## config.mk

```make
export PLATFORM = sky130hd
export DESIGN_NAME = pes_event_selector
export DESIGN_NICKNAME = d
export VERILOG_FILES = /design/src/rtl/pes_pkg.sv /design/src/rtl/pes_event_selector.sv
export SDC_FILE = /design/constraint.sdc
export NUM_CORES = 1
export LEC_CHECK = 0
export ABC_CLOCK_PERIOD_IN_PS = 11950
export BUFFER_PORTS_ARGS = -buffer_cell sky130_fd_sc_hd__clkbuf_2
export CAP_MARGIN = 25
export CORE_MARGIN = 4
export CORE_UTILIZATION = 55
export CTS_BUF_LIST = sky130_fd_sc_hd__clkbuf_4 sky130_fd_sc_hd__clkbuf_8
export DETAILED_ROUTE_END_ITERATION = 10
export GPL_TIMING_DRIVEN = 0
export PLACE_DENSITY = 0.87
export SKIP_LAST_GASP = 1
export SLEW_MARGIN = 30
export SYNTH_ARGS = -nofsm -noshare
export SYNTH_HDL_FRONTEND = slang
export SYNTH_SLANG_ARGS = --single-unit
```

## constraint.sdc

```tcl
create_clock -name clk_i -period 11.95 [get_ports clk_i]
set_clock_uncertainty 0.1 [all_clocks]
set_input_delay 0.5975 -clock clk_i [delete_from_list [all_inputs] [get_ports clk_i]]
set_output_delay 0.5975 -clock clk_i [all_outputs]
set_load 0.01 [all_outputs]
```

## src/rtl/pes_pkg.sv

```systemverilog
// Contract
// - Event a1h counts port 3/4/5 dispatch cycles; the code counts it on counter 0 only, counter 1 adds zero
// - Port dispatch adds at most one per cycle
// - Event aah/01h counts every decoded instruction
// - Event aah/08h counts complex decodes, one max
// - Event abh/01h counts stack pointer syncs
// - Event abh/02h counts decoder stack additions
// - Vector count excludes register-to-memory store moves
// - Event b1h/00h counts saturating vector ops
// - Event b3h masks 01h/02h/04h: multiply, shift, pack
// - Event b3h masks 08h/10h: unpack, logical
// - Logical class is its own selectable count
package pes_pkg;

    // ------------------------------------------------------------
    // Register map
    // ------------------------------------------------------------
    localparam logic [7:0] SEL_BASE      = 8'h00;
    localparam logic [7:0] CNT_BASE      = 8'h04;
    localparam logic [7:0] PAIR_STRIDE   = 8'h08;
    localparam logic [7:0] STATUS_OFF    = 8'h20;

    // Selection register fields
    localparam int         SEL_EVENT_LSB = 0;
    localparam int         SEL_UMASK_LSB = 8;
    localparam int         SEL_EN_BIT    = 16;
    localparam logic [31:0] SEL_RESET    = 32'h0000_0000;
    localparam logic [31:0] CNT_RESET    = 32'h0000_0000;

    // Status register fields
    localparam int         STAT_ACT_LSB  = 0;
    localparam int         STAT_BAD_LSB  = 8;

    // ------------------------------------------------------------
    // Event codes and unit masks
    // ------------------------------------------------------------
    localparam logic [7:0] EV_DISPATCH   = 8'ha1;
    localparam logic [7:0] EV_DECODE     = 8'haa;
    localparam logic [7:0] EV_STACK      = 8'hab;
    localparam logic [7:0] EV_VECTOR     = 8'hb0;
    localparam logic [7:0] EV_VEC_SAT    = 8'hb1;
    localparam logic [7:0] EV_VEC_TYPE   = 8'hb3;

    localparam logic [7:0] UM_PORT_THREE = 8'h08;
    localparam logic [7:0] UM_PORT_FOUR  = 8'h10;
    localparam logic [7:0] UM_PORT_FIVE  = 8'h20;
    localparam logic [7:0] UM_DECODED    = 8'h01;
    localparam logic [7:0] UM_COMPLEX    = 8'h08;
    localparam logic [7:0] UM_SP_SYNC    = 8'h01;
    localparam logic [7:0] UM_SP_ADD     = 8'h02;
    localparam logic [7:0] UM_NONE       = 8'h00;
    localparam logic [7:0] UM_MUL        = 8'h01;
    localparam logic [7:0] UM_SHIFT      = 8'h02;
    localparam logic [7:0] UM_PACK       = 8'h04;
    localparam logic [7:0] UM_UNPACK     = 8'h08;
    localparam logic [7:0] UM_LOGIC      = 8'h10;

    // ------------------------------------------------------------
    // Carriers
    // ------------------------------------------------------------
    // Per-cycle occurrence reports from the pipeline
    typedef struct packed {
        logic       dispatch_port_three;
        logic       dispatch_port_four;
        logic       dispatch_port_five;
        logic [2:0] decoded_n;
        logic       complex_decoded;
        logic       stack_sync;
        logic       stack_add;
        logic [2:0] vector_n;
        logic [2:0] vector_store_move_n;
        logic [2:0] vector_sat_n;
        logic [2:0] vector_mul_n;
        logic [2:0] vector_shift_n;
        logic [2:0] vector_pack_n;
        logic [2:0] vector_unpack_n;
        logic [2:0] vector_logic_n;
    } pes_pipe_s;

    // Decoded counter selection
    typedef struct packed {
        logic       en;
        logic [7:0] umask;
        logic [7:0] event_code;
    } pes_sel_s;

endpackage

```

## src/rtl/pes_event_selector.sv

```systemverilog
`timescale 1ns/1ps
module pes_event_selector #(
    parameter int NUM_CNT = 2,
    parameter int CNT_W   = 32,
    parameter int ADR_W   = 8
) (
    input  wire logic                       clk_i,
    input  wire logic                       rst_i,
    input  wire logic                       ce_i,
    input  wire logic                       wb_cyc_i,
    input  wire logic                       wb_stb_i,
    input  wire logic                       wb_we_i,
    input  wire logic [ADR_W-1:0]           wb_adr_i,
    input  wire logic [3:0]                 wb_sel_i,
    input  wire logic [31:0]                wb_dat_i,
    output logic      [31:0]                wb_dat_o,
    output logic                            wb_ack_o,
    input  wire pes_pkg::pes_pipe_s         pipe_i,
    output logic      [NUM_CNT-1:0][3:0]    inc_o
);

    // ------------------------------------------------------------
    // Increment decoder
    // ------------------------------------------------------------
    // Occurrences of one selection in one cycle; zero when unlisted
    function automatic logic [3:0] f_increment(
        input pes_pkg::pes_sel_s  s,
        input pes_pkg::pes_pipe_s p,
        input logic               port_ok
    );
        logic [3:0] r;
        r = 4'h0;
        if (s.en) begin
            case (s.event_code)
                pes_pkg::EV_DISPATCH: begin
                    // One micro-op per port per cycle at most
                    if (port_ok) begin
                        case (s.umask)
                            pes_pkg::UM_PORT_THREE:
                                r = {3'h0, p.dispatch_port_three};
                            pes_pkg::UM_PORT_FOUR:
                                r = {3'h0, p.dispatch_port_four};
                            pes_pkg::UM_PORT_FIVE:
                                r = {3'h0, p.dispatch_port_five};
                            default:
                                r = 4'h0;
                        endcase
                    end
                end
                pes_pkg::EV_DECODE: begin
                    case (s.umask)
                        pes_pkg::UM_DECODED:
                            r = {1'b0, p.decoded_n};
                        pes_pkg::UM_COMPLEX:
                            r = {3'h0, p.complex_decoded};
                        default:
                            r = 4'h0;
                    endcase
                end
                pes_pkg::EV_STACK: begin
                    case (s.umask)
                        pes_pkg::UM_SP_SYNC:
                            r = {3'h0, p.stack_sync};
                        pes_pkg::UM_SP_ADD:
                            r = {3'h0, p.stack_add};
                        default:
                            r = 4'h0;
                    endcase
                end
                pes_pkg::EV_VECTOR: begin
                    // Store moves to memory are taken out
                    if (s.umask == pes_pkg::UM_NONE &&
                        p.vector_n > p.vector_store_move_n) begin
                        r = {1'b0, 3'(p.vector_n
                                      - p.vector_store_move_n)};
                    end
                end
                pes_pkg::EV_VEC_SAT: begin
                    if (s.umask == pes_pkg::UM_NONE) begin
                        r = {1'b0, p.vector_sat_n};
                    end
                end
                pes_pkg::EV_VEC_TYPE: begin
                    case (s.umask)
                        pes_pkg::UM_MUL:
                            r = {1'b0, p.vector_mul_n};
                        pes_pkg::UM_SHIFT:
                            r = {1'b0, p.vector_shift_n};
                        pes_pkg::UM_PACK:
                            r = {1'b0, p.vector_pack_n};
                        pes_pkg::UM_UNPACK:
                            r = {1'b0, p.vector_unpack_n};
                        pes_pkg::UM_LOGIC:
                            r = {1'b0, p.vector_logic_n};
                        default:
                            r = 4'h0;
                    endcase
                end
                default: begin
                    r = 4'h0;
                end
            endcase
        end
        return r;
    endfunction

    // Byte-lane merge for partial writes
    function automatic logic [31:0] f_merge(
        input logic [31:0] old_v,
        input logic [31:0] new_v,
        input logic [3:0]  sel
    );
        logic [31:0] r;
        r = old_v;
        for (int b = 0; b < 4; b++) begin
            if (sel[b]) begin
                r[8*b +: 8] = new_v[8*b +: 8];
            end
        end
        return r;
    endfunction

    // ------------------------------------------------------------
    // Bus request decode
    // ------------------------------------------------------------
    logic                     req;
    logic                     wr;
    logic [ADR_W-1:0]         adr;
    logic [NUM_CNT-1:0]       hit_sel;
    logic [NUM_CNT-1:0]       hit_cnt;
    logic                     hit_stat;

    // New request: strobe up and no answer given yet
    assign req      = wb_cyc_i & wb_stb_i & ~wb_ack_o & ce_i;
    assign wr       = req & wb_we_i;
    assign adr      = {wb_adr_i[ADR_W-1:2], 2'b00};
    assign hit_stat = (adr == ADR_W'(pes_pkg::STATUS_OFF));

    // Address match per counter pair
    always_comb begin
        for (int i = 0; i < NUM_CNT; i++) begin
            hit_sel[i] = (adr == ADR_W'(pes_pkg::SEL_BASE
                                        + 8'(i) * pes_pkg::PAIR_STRIDE));
            hit_cnt[i] = (adr == ADR_W'(pes_pkg::CNT_BASE
                                        + 8'(i) * pes_pkg::PAIR_STRIDE));
        end
    end

    // ------------------------------------------------------------
    // Selection registers
    // ------------------------------------------------------------
    logic [NUM_CNT-1:0][31:0] sel_reg;
    pes_pkg::pes_sel_s        sel_dec [NUM_CNT];

    // Software writes the event and unit mask per counter
    always_ff @(posedge clk_i) begin
        if (rst_i) begin
            sel_reg <= {NUM_CNT{pes_pkg::SEL_RESET}};
        end else if (ce_i) begin
            for (int i = 0; i < NUM_CNT; i++) begin
                if (wr && hit_sel[i]) begin
                    sel_reg[i] <= f_merge(sel_reg[i], wb_dat_i, wb_sel_i);
                end
            end
        end
    end

    // Field extraction
    always_comb begin
        for (int i = 0; i < NUM_CNT; i++) begin
            sel_dec[i].en         = sel_reg[i][pes_pkg::SEL_EN_BIT];
            sel_dec[i].umask      = sel_reg[i][pes_pkg::SEL_UMASK_LSB +: 8];
            sel_dec[i].event_code = sel_reg[i][pes_pkg::SEL_EVENT_LSB +: 8];
        end
    end

    // ------------------------------------------------------------
    // Per-counter increments
    // ------------------------------------------------------------
    logic [NUM_CNT-1:0][3:0]  next_inc;
    logic [NUM_CNT-1:0]       bad_sel;

    // Port dispatch events are served by counter zero alone
    always_comb begin
        for (int i = 0; i < NUM_CNT; i++) begin
            next_inc[i] = f_increment(sel_dec[i], pipe_i, i == 0);
            bad_sel[i]  = sel_dec[i].en && (i != 0)
                          && sel_dec[i].event_code
                             == pes_pkg::EV_DISPATCH;
        end
    end

    // Registered increments toward the counters
    always_ff @(posedge clk_i) begin
        if (rst_i) begin
            inc_o <= '0;
        end else if (ce_i) begin
            inc_o <= next_inc;
        end
    end

    // ------------------------------------------------------------
    // Counters
    // ------------------------------------------------------------
    logic [NUM_CNT-1:0][CNT_W-1:0] cnt;

    // Count from registered increments; a write loads value plus
    // the increment of the same cycle so no occurrence is lost
    always_ff @(posedge clk_i) begin
        if (rst_i) begin
            for (int i = 0; i < NUM_CNT; i++) begin
                cnt[i] <= CNT_W'(pes_pkg::CNT_RESET);
            end
        end else if (ce_i) begin
            for (int i = 0; i < NUM_CNT; i++) begin
                if (wr && hit_cnt[i]) begin
                    cnt[i] <= CNT_W'(f_merge(32'(cnt[i]), wb_dat_i,
                                             wb_sel_i))
                              + CNT_W'(inc_o[i]);
                end else begin
                    cnt[i] <= cnt[i] + CNT_W'(inc_o[i]);
                end
            end
        end
    end

    // ------------------------------------------------------------
    // Status
    // ------------------------------------------------------------
    logic [31:0] status;

    // Activity and unsupported-selection flags per counter
    always_comb begin
        status = 32'h0000_0000;
        for (int i = 0; i < NUM_CNT; i++) begin
            status[pes_pkg::STAT_ACT_LSB + i] = |inc_o[i];
            status[pes_pkg::STAT_BAD_LSB + i] = bad_sel[i];
        end
    end

    // ------------------------------------------------------------
    // Read mux and acknowledge
    // ------------------------------------------------------------
    logic [31:0] next_dat;

    // Unmapped addresses read zero and ignore writes
    always_comb begin
        next_dat = 32'h0000_0000;
        if (hit_stat) begin
            next_dat = status;
        end
        for (int i = 0; i < NUM_CNT; i++) begin
            if (hit_sel[i]) begin
                next_dat = sel_reg[i];
            end
            if (hit_cnt[i]) begin
                next_dat = 32'(cnt[i]);
            end
        end
    end

    // One-cycle answer, dropped the cycle after
    always_ff @(posedge clk_i) begin
        if (rst_i) begin
            wb_ack_o <= 1'b0;
        end else if (ce_i) begin
            wb_ack_o <= req;
        end
    end

    // Read data captured with the answer
    always_ff @(posedge clk_i) begin
        if (rst_i) begin
            wb_dat_o <= 32'h0000_0000;
        end else if (req && !wb_we_i) begin
            wb_dat_o <= next_dat;
        end
    end

endmodule

```

==> parameters.txt <==
Parameter                              Value

Hold path
  Worst Min Path Start ... wb_dat_i[0]
  Endpoint, Worst Hold ... sel_dec[0]
  Worst min path class ... in2reg
  Number of cells traversed by the worst hold path ... 3

Clock tree
  TritonCTS sink count ... between 150 and 200
  CTS Hold Buffers Added ... 0
  Clock buffers created by TritonCTS ... 17
  Clk Latency, worst-skew pair ... 480 ps
  Clk slew on worst S/H paths ... roughly 110 ps
  Post-CTS Setup Inserts ... 0
  Clock tree from TritonCTS ... built
  H-tree depth reported by CTS ... 4
  Max clock buf depth ... 2
  Quantity of gates resized following cts ... 0
  Root Driver ... sky130_fd_sc_hd__clkbuf_8

Floorplan
  Area inside the core boundary ... approximately 20000 um2
  Number of cell rows ... ~50
  Number of placed I/O pins ... approximately 120
  Die Span Y ... approximately 150 um
  Die outline width ... about 150 um
  Effective utilization at floorplan ... 0.5669
  Die Outline Area ... ~23000 um2

Route
  Number of nets still failing antenna checks after routing ... 0
  Routed length per instance ... between 20 and 25 um
  Post-Route WL ... around 41 mm
  Initial drt markers ... 1796
  Vias/cell ... about 6.6
  Vias post-DR ... ~13000
  Number of iterations in the first detailed-routing pass ... 6
  Number of design rule violations left after detail routing ... 0

Cells and area
  Number of flip-flops under the largest register name ... between 60 and 70
  Relative area change from synthesis to final layout ... 11.32%
  Layout cell share with drive strength beyond 1 ... 0.1130
  Final standard cell utilization of the core ... 0.6310
  Reg with most FFs ... cnt
  Final non-filler cell area ... between 10000 and 15000 um2
  Fill cell count ... about 1800
  Nets@finish ... roughly 1800

Setup path
  Critical-path maximum fanout ... 10
  Reg2Reg Depth ... 19
  Worst setup path category ... in2reg
  Critical path capture point type ... register
  Worst-case register-to-register setup slack ... ~6900 ps
  Data required time of the worst path ... approximately 12000 ps
  Crit path top cell by count ... sky130_fd_sc_hd__clkbuf_1
  Nature of the critical path startpoint ... input port
  Cell chain of the critical path ... clkbuf_2 > nor4_2 > and4_1 > clkbuf_1 > and2_1 > clkbuf_1 > nand2_1 > nand2_1 > ha_1 > inv_1 > fa_1 > nor2b_1 > o21ai_0 > mux2_2 > nor2_1 > clkbuf_1 > nand4_1 > or3_1 > a31oi_1
  Worst r2r dst ... cnt[56]
  Critical Path Max Stage Delay ... about 600 ps
  Cell with the largest stage delay on the worst path ... sky130_fd_sc_hd__nor4_2
  CP Data Arrival Time ... ~5400 ps
  FF-to-FF Start ... wb_ack_o

Logic synthesis
  Unique cell type count in the Yosys netlist ... 72
  Gate count after technology mapping ... roughly 1500
  Commonest register cell after synthesis ... sky130_fd_sc_hd__dfxtp_1
  Cells taking the most area after synthesis ... sky130_fd_sc_hd__dfxtp_1, sky130_fd_sc_hd__nand2_1, sky130_fd_sc_hd__mux2i_1, sky130_fd_sc_hd__a21oi_1, sky130_fd_sc_hd__o21ai_0
  Avg Cell Area, Syn ... between 7 and 8 um2
  Post-synthesis sequential area ratio ... 0.2991
  Number of synthesis warnings ... 0
  Count of flip-flops with a built-in enable after synthesis ... 0
  Total of flip-flops plus latches after synthesis ... 167
  Biggest area consumer among synthesized cells ... sky130_fd_sc_hd__dfxtp_1
  Cell types with the highest counts after synthesis ... sky130_fd_sc_hd__nand2_1, sky130_fd_sc_hd__dfxtp_1, sky130_fd_sc_hd__a21oi_1
  Area share of the leading cell type in the synthesized netlist ... 0.2991
  Most frequent cell after synthesis ... sky130_fd_sc_hd__nand2_1
  Async set or reset register ratio after synthesis ... 0
  Total standard cell area after synthesis ... roughly 11000 um2

Outcome
  Status ... completed

Global routing
  Antenna violations before repair ... 0
  Largest net degree at the start of global routing ... 17
  Remaining global-route overflow ... 0
  Via count of the first global-routing pass ... around 12000
  Total GRT Usage ... 0.3611
  First-pass GRT wire length ... around 64 mm

Timing
  TNS Setup ... 0 ps
  Clock period minus worst slack ... roughly 5100 ps
  Hold Fails Final Rpt ... 0
  Setup-failing EPs final ... 0
  Final cycle utilization of the critical path ... 0.4282
  Headroom to the max-slew limit ... 0.3245
  Transition time at the pin with the least slew margin ... a little under 1000 ps
  RSZ-0062 raised after global routing ... no
  Number of max-slew violations in the final report ... 0
  Max Clock Freq ... just under 200 MHz

Power
  IR Drop Worst-Case VDD ... around 66 uV
  Power density normalized to cell area ... 89.35 nW/um2
  Standby leakage power ... about 4.2 nW

Placement
  HPWL Detailed ... 31.18 mm
  Number of buffer cells added on primary ports ... 98
  Instance area after placement ... 12000 um2
  Final weighted congestion of routability-driven global placement ... between 1 and 1.5

Run
  Maxcap violations ... 0
logic make-up after synthesis:
kind of cell	Yosys count	share of synthesized area
and+or+nand+nor	671	0.2870
AOI/OAI and AO/OA	419	0.2316
adders and majority gates	13	0.01634
xor gates and xnor gates	7	0.005485
buffers and inverters	150	0.05228
other	1	0.0003355
muxes	114	0.1078
DFF	167	0.2991
cell usage in the layout (no fill, tap or decap), drive strengths merged, types with 3 or more instances in the layout:
master | Yosys | layout
nor3b | 5 | 5
a2bb2oi | 3 | 3
a21oi | 126 | 126
fa | 3 | 3
a22oi | 68 | 68
a31oi | 24 | 24
clkbuf | 107 | 223
xor2 | 5 | 5
nand3b | 9 | 9
a32o | 3 | 3
nor2 | 120 | 120
inv | 31 | 39
buf | 12 | 12
o21ai | 102 | 102
nor3 | 17 | 17
nand2 | 276 | 276
nand2b | 4 | 4
ha | 9 | 9
o211ai | 12 | 12
and2 | 22 | 22
and3 | 31 | 31
nand4 | 30 | 30
and4 | 11 | 11
a41oi | 4 | 4
mux2 | 41 | 41
nor4 | 18 | 18
o21a | 4 | 4
a211oi | 41 | 41
nand3 | 90 | 90
dfxtp | 167 | 167
or3 | 5 | 5
a21o | 3 | 3
nor2b | 21 | 21
mux2i | 72 | 72
o221ai | 3 | 3
o22ai | 6 | 6
a2111oi | 3 | 3
worst max path at each step:
stage | from | to | cells past startpoint
3_5_place_dp | wb_adr_i[5] | cnt[62] | 18
4_1_cts | wb_adr_i[5] | cnt[62] | 18
2_1_floorplan | ce_i | cnt[50] | 19
6_report | wb_adr_i[5] | cnt[56] | 19
5_1_grt | wb_adr_i[5] | cnt[56] | 19
3_3_place_gp | wb_adr_i[5] | cnt[62] | 18
per-layer routing:
metal  vias up  wire length [um]  global-route usage
li1       5838                 -                   -
met2       915             17350              0.5302
met3       116              5849             0.09723
met4         0              1368              0.1395
met5         -                 0                   0
met1      5853             16800              0.5045
through the flow:
stage | hold WS, ps | power, mW | setup WS, ps | std cells
finish | 329.7 | 1.112 | 6833 | 1938
global route | 329.2 | 1.143 | 6482 | 1937
CTS | 320.9 | 1.108 | 6531 | 1937
detailed placement | 343.4 | 0.6823 | 6040 | 1906
global placement | 339.5 | 0.6811 | 5767 | 1906
floorplan | 331.5 | 0.6308 | 7246 | 1543
report_power, final:
part,switching [mW],internal (mW)
clock,0.239,0.198
sequential,0.00228,0.560
combinational,0.0823,0.0298
total,0.324,0.788
worst max-delay path, delay by kind of cell:
| kind | cells | cell delay [ps] |
|---|---|---|
| adder cells (fa/ha/maj) | 2 | 530 |
| multiplexers | 1 | 360 |
| AND/OR/NAND/NOR | 9 | 2250 |
| AO/OA/AOI/OAI | 2 | 300 |
| buffers and inverters | 5 | 1370 |
cell type report:
| type | count | area (um2) | area share |
|---|---|---|---|
| Multi-Input combinational cell | 1226 | 7281 | 0.5852 |
| Clock inverter | 13 | 161.4 | 0.01297 |
| Clock buffer | 18 | 247.7 | 0.01991 |
| Sequential cell | 167 | 3343 | 0.2687 |
| Timing Repair Buffer | 98 | 490.5 | 0.03942 |
| Antenna cell | 1 | 2.502 | 0.0002011 |
| Inverter | 31 | 116.4 | 0.009352 |
| Tap cell | 265 | 331.6 | 0.02665 |
| Buffer | 119 | 467.9 | 0.03761 |
Power figures use the tool's default switching activity.
